<file path="src/logic/sio_pkg.sv">
// Package for the clocked synchronous serial I/O block: register map, field layout,
// reset values, mode encodings, the controller state type and the control register struct.
// Assumes a 32-bit AXI4-Lite register bus with byte addresses and one word per register.
package sio_pkg;

  // Register byte offsets.
  localparam logic [7:0] ADDR_CONTROL = 8'h00;
  localparam logic [7:0] ADDR_DATA = 8'h04;
  localparam logic [7:0] ADDR_STATUS = 8'h08;
  localparam logic [7:0] ADDR_BAUD_IDLE = 8'h0c;

  // Transfer mode select encodings.
  localparam logic [1:0] MODE_TX = 2'h0;
  localparam logic [1:0] MODE_RX = 2'h1;
  localparam logic [1:0] MODE_TXRX = 2'h2;
  localparam logic [1:0] MODE_RSVD = 2'h3;

  // Clock select value that picks the external serial clock.
  localparam logic [2:0] CLK_EXTERNAL = 3'h7;

  // Shortest internal half period in peripheral clocks; each select step doubles it.
  localparam logic [7:0] HALF_BASE = 8'h02;

  // Field positions in the status and baud/idle registers.
  localparam int STAT_ACTIVE_BIT = 3;
  localparam int STAT_SHIFT_BIT = 2;
  localparam int IDLE_RUN_BIT = 6;

  // Read-as-one masks for the status and baud/idle registers.
  localparam logic [7:0] STATUS_ONES = 8'hf3;
  localparam logic [7:0] BAUD_IDLE_ONES = 8'hbe;

  // Values after reset, and the index of the last bit of a word.
  localparam logic [7:0] CONTROL_RESET = 8'h00;
  localparam logic IDLE_RUN_RESET = 1'b0;
  localparam logic SDO_RESET = 1'b1;
  localparam logic [7:0] BYTE_RESET = 8'h00;
  localparam logic [2:0] BITS_LAST = 3'h7;

  // Byte shifted out when the external clock runs on with no data to send.
  localparam logic [7:0] DUMMY_BYTE = 8'hff;

  // AXI response codes.
  localparam logic [1:0] RESP_OKAY = 2'h0;
  localparam logic [1:0] RESP_SLVERR = 2'h2;

  // Control register one, low byte of its word.
  typedef struct packed {
    logic start;
    logic inhibit;
    logic [1:0] mode;
    logic spare;
    logic [2:0] clk_sel;
  } control_t;

  // Controller phases.
  typedef enum logic [1:0] {
    ST_IDLE,
    ST_WAIT,
    ST_SHIFT
  } phase_t;

endpackage

</file>
<file path="src/logic/sync_serial_io_mode.sv">
// Clocked synchronous serial I/O unit: 8-bit LSB-first shifting with internal or
// external serial clock, transmit, receive and full-duplex modes, AXI4-Lite registers.
// Assumes an external peer on the serial pins and software servicing the interrupt pulse.
//
// How it works
// - Clock select 111 picks external clock pin.
// - Seven internal rates, driven out on clock pin.
// - Serial clock idles high before first edge.
// - Internal clock waits for software buffer service.
// - Output on falling edge, sample on rising.
// - Transmit, receive, duplex chosen by mode field.
// - Start loads buffer, shifts eight bits LSB first.
// - Buffer load empties buffer, interrupts in transmit mode only.
// - Internal transmit halts clock until buffer written.
// - Output keeps previous last bit until falling.
// - Cleared start finishes word; inhibit aborts now.
// - External transmit unserviced sends dummy then stops.
// - Receive eight bits, store, raise full interrupt.
// - Internal receive waits until byte is read.
// - Receive finishes word on stop; inhibit discards.
// - Mode change discards buffer contents.
// - Duplex shifts both ways, interrupts per word.
// - Internal duplex waits for read and write.
// - Duplex stop completes received word first.
// - Final bit held on output after stop.
// - Idle run bit keeps unit alive in idle.
// - Status bit 3 shows transfer in progress.
// - Separate write and read data storage.
//
// Added by the designer: the register addresses and the AXI4-Lite interface to the registers.
`timescale 1ns/1ps
`default_nettype none
module sync_serial_io_mode
  import sio_pkg::*;
(
  input wire logic mclk_in,
  input wire logic sys_rst_in,
  input wire logic [7:0] awaddr_in,
  input wire logic awvalid_in,
  output var logic awready_out,
  input wire logic [31:0] wdata_in,
  input wire logic [3:0] wstrb_in,
  input wire logic wvalid_in,
  output var logic wready_out,
  output var logic [1:0] bresp_out,
  output var logic bvalid_out,
  input wire logic bready_in,
  input wire logic [7:0] araddr_in,
  input wire logic arvalid_in,
  output var logic arready_out,
  output var logic [31:0] rdata_out,
  output var logic [1:0] rresp_out,
  output var logic rvalid_out,
  input wire logic rready_in,
  input wire logic serial_clock_pin_in,
  output var logic serial_clock_pin_out,
  output var logic serial_clock_pin_oe_n_out,
  input wire logic serial_data_in,
  output var logic serial_data_out,
  input wire logic idle_mode_in,
  output var logic serial_interrupt_out
);

  control_t control;
  logic idle_run;
  phase_t phase;
  logic [7:0] tx_buf;
  logic tx_full;
  logic [7:0] rx_buf;
  logic rx_full;
  logic [7:0] shreg;
  logic [2:0] bit_cnt;
  logic active;
  logic dummy_stop;
  logic [7:0] half_cnt;
  logic sclk_prev;
  logic [1:0] pins_sync;
  logic aw_have;
  logic w_have;
  logic [7:0] aw_addr;
  logic [31:0] w_data;
  logic [3:0] w_strb;

  // Pin inputs pass two flops before any logic looks at them.
  sio_sync #(
    .WIDTH(2)
  ) u_sync (
    .clk_in(mclk_in),
    .rst_in(sys_rst_in),
    .async_in({serial_clock_pin_in, serial_data_in}),
    .sync_out(pins_sync)
  );

  wire sclk_s = pins_sync[1];
  wire sdi_s = pins_sync[0];

  // Bus handshake terms.
  wire aw_fire = awvalid_in & awready_out;
  wire w_fire = wvalid_in & wready_out;
  wire wr_go = aw_have & w_have & ~bvalid_out;
  wire b_fire = bvalid_out & bready_in;
  wire ar_fire = arvalid_in & arready_out;
  wire r_fire = rvalid_out & rready_in;
  wire next_aw_have = aw_fire | (aw_have & ~wr_go);
  wire next_w_have = w_fire | (w_have & ~wr_go);
  wire next_rvalid = ar_fire | (rvalid_out & ~r_fire);

  // Write decode; a register only changes when its low byte lane is strobed.
  wire wr_low = wr_go & w_strb[0];
  wire wr_hit = (aw_addr == ADDR_CONTROL) | (aw_addr == ADDR_DATA) | (aw_addr == ADDR_STATUS) |
                (aw_addr == ADDR_BAUD_IDLE);
  wire control_wr = wr_low & (aw_addr == ADDR_CONTROL);
  wire data_wr = wr_low & (aw_addr == ADDR_DATA);
  wire idle_wr = wr_low & (aw_addr == ADDR_BAUD_IDLE);
  wire control_t new_control = control_t'(w_data[7:0]);
  wire mode_change = control_wr & (new_control.mode != control.mode);

  // Read decode; reading the data word consumes the received byte.
  wire rd_hit = (araddr_in == ADDR_CONTROL) | (araddr_in == ADDR_DATA) | (araddr_in == ADDR_STATUS) |
                (araddr_in == ADDR_BAUD_IDLE);
  wire data_rd = ar_fire & (araddr_in == ADDR_DATA);
  wire [7:0] status_byte = STATUS_ONES | {4'h0, active, (phase == ST_SHIFT), 2'h0};
  wire [7:0] baud_idle_byte = BAUD_IDLE_ONES | {1'b0, idle_run, 6'h00};
  wire [7:0] rd_byte = (araddr_in == ADDR_CONTROL) ? control :
                       (araddr_in == ADDR_DATA) ? rx_buf :
                       (araddr_in == ADDR_STATUS) ? status_byte :
                       (araddr_in == ADDR_BAUD_IDLE) ? baud_idle_byte : 8'h00;

  // Mode and clock terms.
  wire ext_clk = (control.clk_sel == CLK_EXTERNAL);
  wire tx_on = (control.mode == MODE_TX) | (control.mode == MODE_TXRX);
  wire rx_on = (control.mode == MODE_RX) | (control.mode == MODE_TXRX);
  wire mode_ok = (control.mode != MODE_RSVD);
  wire halt = idle_mode_in & ~idle_run;
  wire shifting = (phase == ST_SHIFT) & ~halt;

  // Internal half period doubles per select step, giving seven rates from the bus clock.
  wire [7:0] half_len = HALF_BASE << control.clk_sel;
  wire [7:0] half_last = half_len - 8'h01;
  wire tick = shifting & ~ext_clk & (half_cnt == half_last);
  wire int_fall = tick & serial_clock_pin_out;
  wire int_rise = tick & ~serial_clock_pin_out;
  wire ext_fall = shifting & ext_clk & sclk_prev & ~sclk_s;
  wire ext_rise = shifting & ext_clk & ~sclk_prev & sclk_s;
  wire fall_ev = ext_clk ? ext_fall : int_fall;
  wire rise_ev = ext_clk ? ext_rise : int_rise;
  wire [7:0] shifted = {sdi_s, shreg[7:1]};
  wire word_end = rise_ev & (bit_cnt == BITS_LAST);

  // Internal clock paces the next word only once software has serviced the buffer.
  wire tx_ready = ~tx_on | tx_full;
  wire rx_ready = ~rx_on | ~rx_full;
  wire word_ready = ext_clk | (tx_ready & rx_ready);

  // Write address and write data are held separately, so they may arrive in either order.
  always_ff @(posedge mclk_in or posedge sys_rst_in) begin
    if (sys_rst_in) begin
      aw_have <= 1'b0;
      w_have <= 1'b0;
      awready_out <= 1'b0;
      wready_out <= 1'b0;
    end else begin
      aw_have <= next_aw_have;
      w_have <= next_w_have;
      awready_out <= ~next_aw_have;
      wready_out <= ~next_w_have;
    end
  end

  // Captured write payload.
  always_ff @(posedge mclk_in or posedge sys_rst_in) begin
    if (sys_rst_in) begin
      aw_addr <= 8'h00;
      w_data <= 32'h0000_0000;
      w_strb <= 4'h0;
    end else begin
      if (aw_fire) begin
        aw_addr <= awaddr_in;
      end
      if (w_fire) begin
        w_data <= wdata_in;
        w_strb <= wstrb_in;
      end
    end
  end

  // Write response follows one cycle after both halves are present.
  always_ff @(posedge mclk_in or posedge sys_rst_in) begin
    if (sys_rst_in) begin
      bvalid_out <= 1'b0;
      bresp_out <= RESP_OKAY;
    end else if (wr_go) begin
      bvalid_out <= 1'b1;
      bresp_out <= wr_hit ? RESP_OKAY : RESP_SLVERR;
    end else if (b_fire) begin
      bvalid_out <= 1'b0;
    end
  end

  // Read data is registered; unmapped addresses answer zero with a slave error.
  always_ff @(posedge mclk_in or posedge sys_rst_in) begin
    if (sys_rst_in) begin
      rvalid_out <= 1'b0;
      arready_out <= 1'b0;
      rdata_out <= 32'h0000_0000;
      rresp_out <= RESP_OKAY;
    end else begin
      rvalid_out <= next_rvalid;
      arready_out <= ~next_rvalid;
      if (ar_fire) begin
        rdata_out <= {24'h00_0000, rd_byte};
        rresp_out <= rd_hit ? RESP_OKAY : RESP_SLVERR;
      end
    end
  end

  // Software-owned settings; the spare bit is kept at zero and bit 0 of the idle word is dropped.
  always_ff @(posedge mclk_in or posedge sys_rst_in) begin
    if (sys_rst_in) begin
      control <= CONTROL_RESET;
      idle_run <= IDLE_RUN_RESET;
    end else begin
      if (control_wr) begin
        control <= {new_control.start, new_control.inhibit, new_control.mode, 1'b0, new_control.clk_sel};
      end
      if (idle_wr) begin
        idle_run <= w_data[IDLE_RUN_BIT];
      end
    end
  end

  // Internal divider runs only while shifting, so a wait freezes the clock where it stands.
  always_ff @(posedge mclk_in or posedge sys_rst_in) begin
    if (sys_rst_in) begin
      half_cnt <= 8'h00;
    end else if (~shifting | ext_clk | tick) begin
      half_cnt <= 8'h00;
    end else begin
      half_cnt <= half_cnt + 8'h01;
    end
  end

  // Serial clock pin: driven only in internal mode, parked high outside the shift phase.
  always_ff @(posedge mclk_in or posedge sys_rst_in) begin
    if (sys_rst_in) begin
      serial_clock_pin_out <= 1'b1;
      serial_clock_pin_oe_n_out <= 1'b1;
      sclk_prev <= 1'b1;
    end else begin
      serial_clock_pin_oe_n_out <= ext_clk;
      sclk_prev <= sclk_s;
      if (phase != ST_SHIFT) begin
        serial_clock_pin_out <= 1'b1;
      end else if (tick) begin
        serial_clock_pin_out <= ~serial_clock_pin_out;
      end
    end
  end

  // Transfer controller and buffers. The hardware set of rx_full is placed after the read clear and the data write
  // set of tx_full after the load clear, so that an event in the clearing cycle is not lost.
  always_ff @(posedge mclk_in or posedge sys_rst_in) begin
    if (sys_rst_in) begin
      phase <= ST_IDLE;
      active <= 1'b0;
      shreg <= BYTE_RESET;
      bit_cnt <= 3'h0;
      dummy_stop <= 1'b0;
      tx_buf <= BYTE_RESET;
      tx_full <= 1'b0;
      rx_buf <= BYTE_RESET;
      rx_full <= 1'b0;
      serial_data_out <= SDO_RESET;
      serial_interrupt_out <= 1'b0;
    end else begin
      serial_interrupt_out <= 1'b0;
      if (data_rd) begin
        rx_full <= 1'b0;
      end
      if (control.inhibit) begin
        phase <= ST_IDLE;
        active <= 1'b0;
        bit_cnt <= 3'h0;
        dummy_stop <= 1'b0;
      end else begin
        case (phase)
          ST_IDLE: begin
            if (control.start & mode_ok) begin
              active <= 1'b1;
              phase <= ST_WAIT;
            end
          end
          ST_WAIT: begin
            if (~control.start) begin
              phase <= ST_IDLE;
              active <= 1'b0;
            end else if (word_ready) begin
              phase <= ST_SHIFT;
              bit_cnt <= 3'h0;
              if (tx_on & tx_full) begin
                shreg <= tx_buf;
                tx_full <= 1'b0;
                serial_interrupt_out <= (control.mode == MODE_TX);
              end else if (tx_on) begin
                shreg <= DUMMY_BYTE;
                dummy_stop <= 1'b1;
              end
            end
          end
          ST_SHIFT: begin
            if (fall_ev & tx_on) begin
              serial_data_out <= shreg[0];
            end
            if (rise_ev) begin
              shreg <= shifted;
              bit_cnt <= bit_cnt + 3'h1;
            end
            if (word_end) begin
              if (rx_on) begin
                rx_buf <= shifted;
                rx_full <= 1'b1;
                serial_interrupt_out <= 1'b1;
              end
              if (~control.start | dummy_stop) begin
                phase <= ST_IDLE;
                active <= 1'b0;
                dummy_stop <= 1'b0;
              end else begin
                phase <= ST_WAIT;
              end
            end
          end
          default: begin
            phase <= ST_IDLE;
            active <= 1'b0;
          end
        endcase
      end
      if (data_wr) begin
        tx_buf <= w_data[7:0];
        tx_full <= 1'b1;
      end
      if (mode_change) begin
        tx_full <= 1'b0;
        rx_full <= 1'b0;
        rx_buf <= BYTE_RESET;
      end
    end
  end

endmodule
`default_nettype wire

</file>
<file path="src/logic/sio_sync.sv">
// Two-flop synchroniser for pin inputs entering the peripheral clock domain.
// Assumes the inputs change slowly compared with the sampling clock.
`timescale 1ns/1ps
`default_nettype none
module sio_sync #(
  parameter int WIDTH = 2
) (
  input wire logic clk_in,
  input wire logic rst_in,
  input wire logic [WIDTH-1:0] async_in,
  output var logic [WIDTH-1:0] sync_out
);

  logic [WIDTH-1:0] stage_one;

  // The first stage is read only by the second stage.
  always_ff @(posedge clk_in or posedge rst_in) begin
    if (rst_in) begin
      stage_one <= '0;
      sync_out <= '0;
    end else begin
      stage_one <= async_in;
      sync_out <= stage_one;
    end
  end

endmodule
`default_nettype wire

</file>
<file path="config.mk">
export PLATFORM = sky130hd
export DESIGN_NAME = sync_serial_io_mode
export DESIGN_NICKNAME = d
export VERILOG_FILES = /design/src/logic/sio_pkg.sv /design/src/logic/sync_serial_io_mode.sv /design/src/logic/sio_sync.sv
export SDC_FILE = /design/constraint.sdc
export NUM_CORES = 1
export LEC_CHECK = 0
export ABC_AREA = 1
export BUFFER_PORTS_ARGS = -buffer_cell sky130_fd_sc_hd__buf_4
export CORE_MARGIN = 10
export CORE_UTILIZATION = 39
export DETAILED_ROUTE_END_ITERATION = 6
export HOLD_SLACK_MARGIN = 0.1
export PLACE_DENSITY = 0.7
export RECOVER_POWER = 50
export SLEW_MARGIN = 15
export SYNTH_ARGS = -nofsm -noshare
export SYNTH_HDL_FRONTEND = slang
export SYNTH_HIERARCHICAL = 1
export SYNTH_SLANG_ARGS = --single-unit
</file>
<file path="constraint.sdc">
create_clock -name mclk_in -period 2.5 [get_ports mclk_in]
set_input_delay 0.375 -clock mclk_in [delete_from_list [all_inputs] [get_ports mclk_in]]
set_output_delay 0.375 -clock mclk_in [all_outputs]
set_load 0.05 [all_outputs]
</file>
==> out/summary.txt, run 1 <==
Outcome: complete, no violations
Port buffer count: 53
Slew Limit Fails: 0
Pwr Density: 931 nW/um^2
VDD IR max: 0.648 mV
Capture point of the worst reg-to-reg path: shreg[2]
Final period utilization: 0.905
Yosys cell types: 50
Worst Hold Path EP: u_sync/stage_one[0]
Max Cap Viol: 0
Worst skew pair latency: 0.35 ns
Switching power: 2140 uW
Clock-pin slew on the worst setup and hold paths: 0.07 ns
Rows: 40
Die W: 131 um
Sw frac: 0.408
DIE HEIGHT: 131 um
Worst reg2reg path depth: 13
CP cell instances: inv_1 > ha_1 > or2_1 > nand2_1 > nand2_1 > nand2_1 > inv_2 > o22ai_2 > nand2_1 > a21oi_1 > o21ai_4 > nand2_1 > o21ai_2
Post-route design area: 5640 sq um
Min-Delay Path Class: in -> reg
Worst path max stage delay: 0.37 ns
Post-synthesis xor/xnor area fraction: 0.00362
Worst Tran Pin Value: 1.17 ns
Startpoint of the worst hold path: serial_data_in
Internal power: 3110 uW
Power share of the combinational group: 0.334
H-tree levels: 3
Drt wl/cell: 13.3 um
Unrepaired setup endpoints after global routing: no
Gr usage total: 0.130
CTS sink cnt: 92
Slew headroom: 0.222
Period minus WS final: 2.26 ns
Main combinational cell family by area after synthesis: simple AND/OR/NAND/NOR gates
Die ar.: 17,300 sq um
Min-Delay Path Depth: 1
CP Class: reg -> reg
Largest delay contributor family on the critical path: simple AND/OR/NAND/NOR gates
FMAX: 442 MHz
ANT nets after route: 0
Final Hold Viols: 0
Mux cell area share after synthesis: 0
Critical Path RT: 2.73 ns
Core footprint: 12,100 sq um
Commonest non-fill, non-tap cell in the layout: nand2_1
Post-Synth Simple-Gate Area: 0.277
Type of destination of the critical path: register
Adder-cell share of the synthesized area: 0.0259
Sequential cell area fraction in the yosys report: 0.477
EDFF count, synth: 0
Root buffer cell: clkbuf_16
Clock tree from TritonCTS: built
Beginning of the worst register-to-register path: control[4]
ANT cells: 0
Asr flop ratio synth: 1.00
Part of the power in the clock network: 0.257
FF-to-FF setup slack: 0.24 ns
HPWL after DPL: 8320 um
Via/cell ratio: 4.76
Total grt overflow: 0
Synth Area in Compound Gates: 0.106
Iteration count of the initial detailed-routing pass: 5
Slowest stage cell, crit path: dfrtp_1
TritonCTS buffer count: 9
First-pass GRT wire length: 18,700 um
Drt initial violations: 253
Residual DRC: 0
Layout cell share with drive strength beyond 1: 0.195
Leakage power: 0.00294 uW
Worst-path fanout max: 16
# nets final: 712
Routability congestion estimate: 0.903
Initial core utilization: 0.401
Setup violations, final: 0
Vias: 3,870
Crit path buf inv count: 2
Crit path DAT: 2.49 ns
Ports: 107
Crit path launch: control[4]
Most frequent CP cell: nand2_1
Min Hold Slack: 0.148 ns
Fin Clk Skew: 0.00439 ns
Area Growth Syn to Fin: 16.7%
Antenna violations before repair: 0
Top FF cell, synth: dfrtp_1
Commonest non-fill, non-tap cells in the layout: 162 x nand2_1, 88 x dfrtp_1, 65 x inv_1, 58 x buf_4, 44 x o21ai_0
Largest net degree at the start of global routing: 89
Startpoint type of the worst setup path: register
Warnings, synthesis: 6
Part of the power in registers: 0.409
Vias in the first global route: 3,889
Final WL: 10,800 um
Syn Std Cell Area: 4840 sq um
Setup Total Neg Slack: 0 ns
Syn avg cell area: 8.38 sq um
Post-CTS Setup Bufs: 0
Seq cells post-synth: 92
# fillers: 1,180
Post-place instance area: 5370 sq um
Clock Path Buffers: 2
Post-synthesis cell count: 577
cells by family (layout without fill, tap and decap cells):
group,Yosys count,after routing
and+or+nand+nor,280,280
buffers and inverters,109,152
DFF,92,92
AOI/OAI and AO/OA,83,83
adders and majority gates,10,10
xor gates and xnor gates,2,2
other,1,26
what timing repair did:
| action | 4_1_cts | 5_1_grt |
|---|---|---|
| resized for setup | 0 | 0 |
| hold endpoints to repair | 4 | 0 |
| hold buffers | 1 | 0 |
worst reg2reg max path, stage by stage, from the launching register on:
cell	delay (ns)
dfrtp_1	0.37
inv_1	0.13
ha_1	0.24
or2_1	0.24
nand2_1	0.10
nand2_1	0.06
nand2_1	0.07
inv_2	0.07
o22ai_2	0.17
nand2_1	0.07
a21oi_1	0.22
o21ai_4	0.21
nand2_1	0.13
o21ai_2	0.06
flip-flops by register name, summed over array words and instances (netlist names), 2 cells and up:
signal / flops
aw_addr: 8
bit_cnt: 3
control: 7
half_cnt: 8
phase: 2
rdata_out: 8
rx_buf: 8
shreg: 8
tx_buf: 8
u_sync/stage_one: 2
u_sync/sync_out: 2
w_data: 8
stage by stage:
| stage | util | worst slack (ns) | instances | total power [uW] |
|---|---|---|---|---|
| finish | 0.468 | 0.238 | 813 | 5250 |
| global route | 0.468 | 0.0420 | 813 | 5670 |
| CTS | 0.471 | 0.269 | 813 | 5320 |
| detailed placement | 0.445 | 0.296 | 796 | 3940 |
| global placement | 0.445 | 0.360 | 796 | 3880 |
| floorplan | - | 0.536 | 602 | 3500 |
worst max-delay path by stage:
stage	slack, ns	cells after the start	to
final	0.24	13	shreg[2]
after global routing	0.04	13	shreg[4]
after CTS	0.27	13	shreg[7]
after detailed placement	0.30	13	shreg[2]
after global placement	0.36	13	shreg[4]
after floorplan	0.54	14	shreg[1]
power groups by stage:
| stage | sequential [uW] | clock (uW) | combinational [uW] |
|---|---|---|---|
| 2_1_floorplan | 2230 | 0 | 1270 |
| 3_3_place_gp | 2170 | 0 | 1720 |
| 3_5_place_dp | 2180 | 0 | 1770 |
| 4_1_cts | 2150 | 1390 | 1780 |
| 5_1_grt | 2200 | 1470 | 2000 |
| 6_report | 2150 | 1350 | 1750 |
cell type report:
class | count | area [sq um] | area share
timing repair buffer | 63 | 472 | 0.0836
clock inverter | 7 | 67.6 | 0.0120
sequential | 92 | 2310 | 0.409
tap | 168 | 210 | 0.0373
inverter | 73 | 285 | 0.0506
clock buffer | 9 | 225 | 0.0399
multi-input combinational | 401 | 2070 | 0.368
Yosys cell counts (3+ instances only):
cell      number  share of area
a21oi_1       13          0.013
a31oi_1        3         0.0039
buf_4         28          0.043
clkbuf_1       6         0.0047
dfrtp_1       88           0.46
dfstp_2        4          0.022
ha_1          10          0.026
inv_1         66          0.051
inv_2          4         0.0031
nand2_1      162           0.13
nand2_2        6         0.0078
nand2_4        7          0.016
nand3_1       26          0.027
nand3_2        3         0.0062
nand4_1       13          0.017
nor2_1        39          0.030
nor3_1         4         0.0041
nor3b_1        3         0.0047
o21ai_0       44          0.046
o21ai_2        9          0.016
o221ai_1       3         0.0054
routing by layer:
layer / vias to the layer above / GRT usage / share of wire
met1: 1830 / 0.164 / 0.47
li1: 1931 / - / -
met2: 101 / 0.201 / 0.45
met4: 0 / 0.0470 / 0.012
met5: - / 0 / 0
met3: 8 / 0.0461 / 0.068
Power figures use the tool's default switching activity.
==> run 2: changes to the inputs <==
--- a/config.mk
+++ b/config.mk
@@ -7,6 +7,7 @@
 export LEC_CHECK = 0
 export ABC_AREA = 1
 export BUFFER_PORTS_ARGS = -buffer_cell sky130_fd_sc_hd__buf_4
+export CORE_ASPECT_RATIO = 1.2
 export CORE_MARGIN = 10
 export CORE_UTILIZATION = 39
 export DETAILED_ROUTE_END_ITERATION = 6
==> run 2 against run 1 <==
Critical path depth stayed put. Highest routed layer unchanged. Clock skew is 0.0031 ns higher. Final cell count fell by 1.1%. Largest cell class unchanged. Global-route usage shrank 0.54 points. First-iteration DRC count is 13% lower. Combinational power fell by 2%.
==> out/summary.txt, run 2 (same netlist as run 1, synthesis figures left out) <==
Outcome: complete, no violations
Highest metal used: met4
Iteration count of the initial detailed-routing pass: 5
Die ar.: 17,300 sq um
Gr usage total: 0.125
Min-Delay Path Class: in -> reg
Type of destination of the critical path: register
Final WL: 10,700 um
# fillers: 1,200
Unrepaired setup endpoints after global routing: no
Commonest non-fill, non-tap cells in the layout: 162 x nand2_1, 88 x dfrtp_1, 65 x inv_1, 44 x o21ai_0, 39 x nor2_1
Length of routed met3 wiring: 760 um
Leakage power: 0.00284 uW
Fin Clk Skew: 0.00749 ns
Critical Path RT: 2.72 ns
Final period utilization: 0.889
First-pass GRT wire length: 17,500 um
ANT cells: 0
DR WL met2: 5210 um
# nets final: 711
CP Class: reg -> reg
Max Cap Viol: 0
Residual DRC: 0
Worst path max stage delay: 0.38 ns
Post-CTS Setup Bufs: 0
HPWL after DPL: 8180 um
Worst skew pair latency: 0.35 ns
DIE HEIGHT: 142 um
Drt initial violations: 221
CTS sink cnt: 92
Ports: 107
Startpoint type of the worst setup path: register
Area Growth Syn to Fin: 14.5%
Slew headroom: 0.388
Clock-pin slew on the worst setup and hold paths: 0.06 ns
Commonest non-fill, non-tap cell in the layout: nand2_1
Rows: 44
Final Hold Viols: 0
Placed cells: 788
Port buffer count: 53
TritonCTS buffer count: 9
Largest net degree at the start of global routing: 37
Antenna violations before repair: 0
Vias in the first global route: 3,836
Die W: 122 um
Initial core utilization: 0.399
Crit path DAT: 2.44 ns
Total grt overflow: 0
Final Power: 5140 uW
Core footprint: 12,100 sq um
Slew Limit Fails: 0
Vias: 3,823
Clock Path Buffers: 2
Layout cell share with drive strength beyond 1: 0.163
Pwr Density: 927 nW/um^2
M1 wire length: 4500 um
Most frequent CP cell: nand2_1
ANT nets after route: 0
Setup violations, final: 0
Routability congestion estimate: 0.878
Drt wl/cell: 13.3 um
Slowest stage cell, crit path: dfrtp_1
Via/cell ratio: 4.75
H-tree levels: 3
Final Non-Filler Cells: 804
CP cell instances: inv_1 > ha_1 > or2_1 > nand2_1 > nand2_1 > nand2_1 > inv_2 > o22ai_2 > nand2_1 > a21oi_1 > o21ai_4 > nand2_1 > o21ai_2
FMAX: 450 MHz
Root buffer cell: clkbuf_16
Setup Total Neg Slack: 0 ns
Worst-path fanout max: 16
Worst Tran Pin Value: 0.909 ns
Clock tree from TritonCTS: built
Period minus WS final: 2.22 ns
VDD IR max: 0.480 mV
CTS resizes: 0
-- run 2: cell types whose count changed in the layout (fill, tap and decap cells not counted), sizes merged --
cell,before,now
buf,58,37
clkinvlp,2,3
clkinv,3,4
inv,75,71
clkbuf,13,34
-- run 2: cell type report --
type / count / area [sq um] / share of cell area
Inverter: 73 / 283 / 0.0511
Clock buffer: 10 / 239 / 0.0431
Clock inverter: 5 / 37.5 / 0.00678
Timing Repair Buffer: 62 / 390 / 0.0705
Multi-Input combinational cell: 401 / 2080 / 0.376
Sequential cell: 92 / 2310 / 0.417
Tap cell: 161 / 201 / 0.0364
-- run 2: metrics by stage --
stage	util	area (sq um)	setup slack [ns]	hold WS [ns]
after CTS	0.465	5630	0.291	0.129
after floorplan	-	4930	0.536	0.141
final	0.457	5540	0.277	0.156
after global placement	0.441	5340	0.345	0.285
after detailed placement	0.441	5340	0.313	0.293
after global routing	0.457	5540	0.0924	0.150
-- run 2: path summary, 6_finish.rpt --
check	cells after the start	slack (ns)	end	from
setup / recovery	13	0.28	shreg[2]	control[4]
setup reg to reg	13	0.28	shreg[2]	control[4]
hold / removal	1	0.16	u_sync/stage_one[0]	serial_data_in
min in group asynchronous	3	0.45	u_sync/sync_out[1]	sys_rst_in
max in group asynchronous	4	0.55	half_cnt[7]	sys_rst_in
hold reg to reg	0	0.35	u_sync/sync_out[0]	u_sync/stage_one[0]
-- run 2: what timing repair did --
item                                    in CTS  in global routing
endpoints found under the hold margin       21                  0
hold buffers                                 1                  0
endpoints found under the setup margin       0                  0
-- run 2: critical path, delay by kind of cell, from the launching register on --
family,cells,cell delay (ns)
adders and majority gates,1,0.24
DFF,1,0.38
AOI/OAI and AO/OA,4,0.63
and+or+nand+nor,6,0.65
buffers and inverters,2,0.19
-- run 2: report_power, final --
part           switching [uW]  internal [uW]
sequential                301           1850
clock                     579            699
combinational            1190            519
-- run 2: layer usage --
metal	track usage	up-vias
met5	0	-
met4	0.0503	0
met3	0.0369	15
met2	0.215	90
met1	0.140	1792
li1	-	1926
==> run 3: changes to the inputs <==
--- a/config.mk
+++ b/config.mk
@@ -7,12 +7,13 @@
 export LEC_CHECK = 0
 export ABC_AREA = 1
 export BUFFER_PORTS_ARGS = -buffer_cell sky130_fd_sc_hd__buf_4
+export CAP_MARGIN = 20
 export CORE_ASPECT_RATIO = 1.2
 export CORE_MARGIN = 10
 export CORE_UTILIZATION = 39
 export DETAILED_ROUTE_END_ITERATION = 6
 export HOLD_SLACK_MARGIN = 0.1
-export PLACE_DENSITY = 0.7
+export PLACE_DENSITY = 0.68
 export RECOVER_POWER = 50
 export SLEW_MARGIN = 15
 export SYNTH_ARGS = -nofsm -noshare
==> constraint.sdc (replaced) <==
create_clock -name mclk_in -period 2.4 [get_ports mclk_in]
set_input_delay 0.36 -clock mclk_in [delete_from_list [all_inputs] [get_ports mclk_in]]
set_output_delay 0.36 -clock mclk_in [all_outputs]
set_load 0.05 [all_outputs]
==> run 3 against run 2 <==
Combinational power increased by 7%. Core utilization increased by 1.1 points. Critical endpoint is now shreg[5]. Sequential cell count unchanged. Largest power group unchanged. Critical path depth unchanged. Count of clock-buffer cells in the layout decreased by 1. Clock skew increased by 0.0023 ns. Hold slack got worse by 0.017 ns. First-iteration DRC count decreased by 16%. Final area increased by 2.4%. Global-route usage increased by 0.63 points.
==> out/summary.txt, run 3 (same netlist as run 1, synthesis figures left out) <==
Initial core utilization: 0.399
Rows: 44
CP Class: reg -> reg
Core footprint: 12,100 sq um
Seq. cell area: 2310 sq um
Place WS: 0.228 ns
Antenna violations before repair: 0
Pwr Density: 982 nW/um^2
VDD IR max: 0.483 mV
Commonest non-fill, non-tap cell in the layout: nand2_1
Port buffer count: 53
Layout cell share with drive strength beyond 1: 0.197
Most frequent CP cell: nand2_1
Total grt overflow: 0
Min-Delay Path Class: in -> reg
HPWL after DPL: 8520 um
Gr usage total: 0.131
Vias: 3,851
Critical Path RT: 2.62 ns
Clock tree from TritonCTS: built
Min Hold Slack: 0.140 ns
DIE HEIGHT: 142 um
Worst Tran Pin Value: 1.18 ns
H-tree levels: 3
ANT cells: 0
Startpoint type of the worst setup path: register
Placed cells: 789
Slack of the critical path: 0.188 ns
Drt wl/cell: 13.5 um
Type of destination of the critical path: register
Area Growth Syn to Fin: 17.3%
Clock Path Buffers: 2
Worst path max stage delay: 0.37 ns
Root buffer cell: clkbuf_16
CTS sink cnt: 92
CP cell instances: inv_1 > ha_1 > or2_1 > nand2_1 > nand2_1 > nand2_1 > inv_2 > o22ai_2 > nand2_1 > a21oi_1 > o21ai_4 > nand2_1 > o21ai_2
Setup Total Neg Slack: 0 ns
FMAX: 452 MHz
Drt initial violations: 185
Ports: 107
Slew headroom: 0.217
Period minus WS final: 2.21 ns
Die W: 122 um
Crit path DAT: 2.44 ns
Multi-input gate area: 2090 sq um
Fin Clk Skew: 0.00979 ns
Vias in the first global route: 3,904
Iteration count of the initial detailed-routing pass: 4
Final period utilization: 0.922
Residual DRC: 0
Max Cap Viol: 0
Via/cell ratio: 4.78
Largest net degree at the start of global routing: 89
Clock-pin slew on the worst setup and hold paths: 0.07 ns
Worst skew pair latency: 0.35 ns
TritonCTS buffer count: 9
Commonest non-fill, non-tap cells in the layout: 162 x nand2_1, 88 x dfrtp_1, 65 x inv_1, 58 x buf_4, 44 x o21ai_0
Outcome: complete, no violations
Post-CTS Setup Bufs: 0
First-pass GRT wire length: 18,400 um
Leakage power: 0.00295 uW
Die ar.: 17,300 sq um
Final Non-Filler Cells: 806
# fillers: 1,211
Slowest stage cell, crit path: dfrtp_1
# nets final: 712
Slew Limit Fails: 0
Routability congestion estimate: 0.863
Worst-path fanout max: 16
Final WL: 10,900 um
Unrepaired setup endpoints after global routing: no
ANT nets after route: 0
Setup violations, final: 0
Final Hold Viols: 0
run 3: final timing paths:
check,depth (start not counted),start,endpoint,slack [ns]
max in group asynchronous,4,sys_rst_in,rvalid_out,0.66
worst min register to register,0,u_sync/stage_one[1],u_sync/sync_out[1],0.35
worst min-delay path,1,serial_clock_pin_in,u_sync/stage_one[1],0.14
worst max register to register,13,control[4],shreg[5],0.19
min in group asynchronous,3,sys_rst_in,u_sync/stage_one[0],0.46
worst max-delay path,13,control[4],shreg[5],0.19
run 3: stage by stage:
stage          cell area, sq um  power, uW  utilization
5_1_grt                    5670       5960        0.468
3_5_place_dp               5360       4110        0.443
4_1_cts                    5690       5630        0.470
3_3_place_gp               5360       4050        0.443
2_1_floorplan              4930       3640            -
6_report                   5670       5570        0.468
run 3: area by class of cell:
cell class | instances | area share
clock buffers | 9 | 0.0397
well taps | 161 | 0.0355
clock inverters | 7 | 0.0163
multi-input cells | 401 | 0.368
inverters | 73 | 0.0503
repair buffers | 63 | 0.0832
flip-flops and latches | 92 | 0.407
run 3: where the power goes:
group          leakage (uW)  internal (uW)  total [uW]  switching (uW)
Sequential          0.00120           1920        2240             316
Clock              0.000156            837        1500             661
Combinational       0.00160            585        1830            1250
run 3: worst max-delay path, delay by kind of cell, from the launching register on:
kind | cells | cell delay, ns
compound gates | 4 | 0.61
simple gates | 6 | 0.68
flops | 1 | 0.37
buf+inv | 2 | 0.19
fa+ha+maj | 1 | 0.24
run 3: timing repair:
item / in CTS / in global routing
hold endpoints to repair: 4 / 0
setup endpoints to repair: 0 / 0
hold buffers: 1 / 0
resized for setup: 0 / 0
run 3: per-layer routing:
metal | up-vias | track usage | share of wire
li1 | 1934 | - | -
met1 | 1807 | 0.150 | 0.42
met2 | 100 | 0.228 | 0.50
met3 | 10 | 0.0401 | 0.066
met4 | 0 | 0.0409 | 0.012
met5 | - | 0 | 0
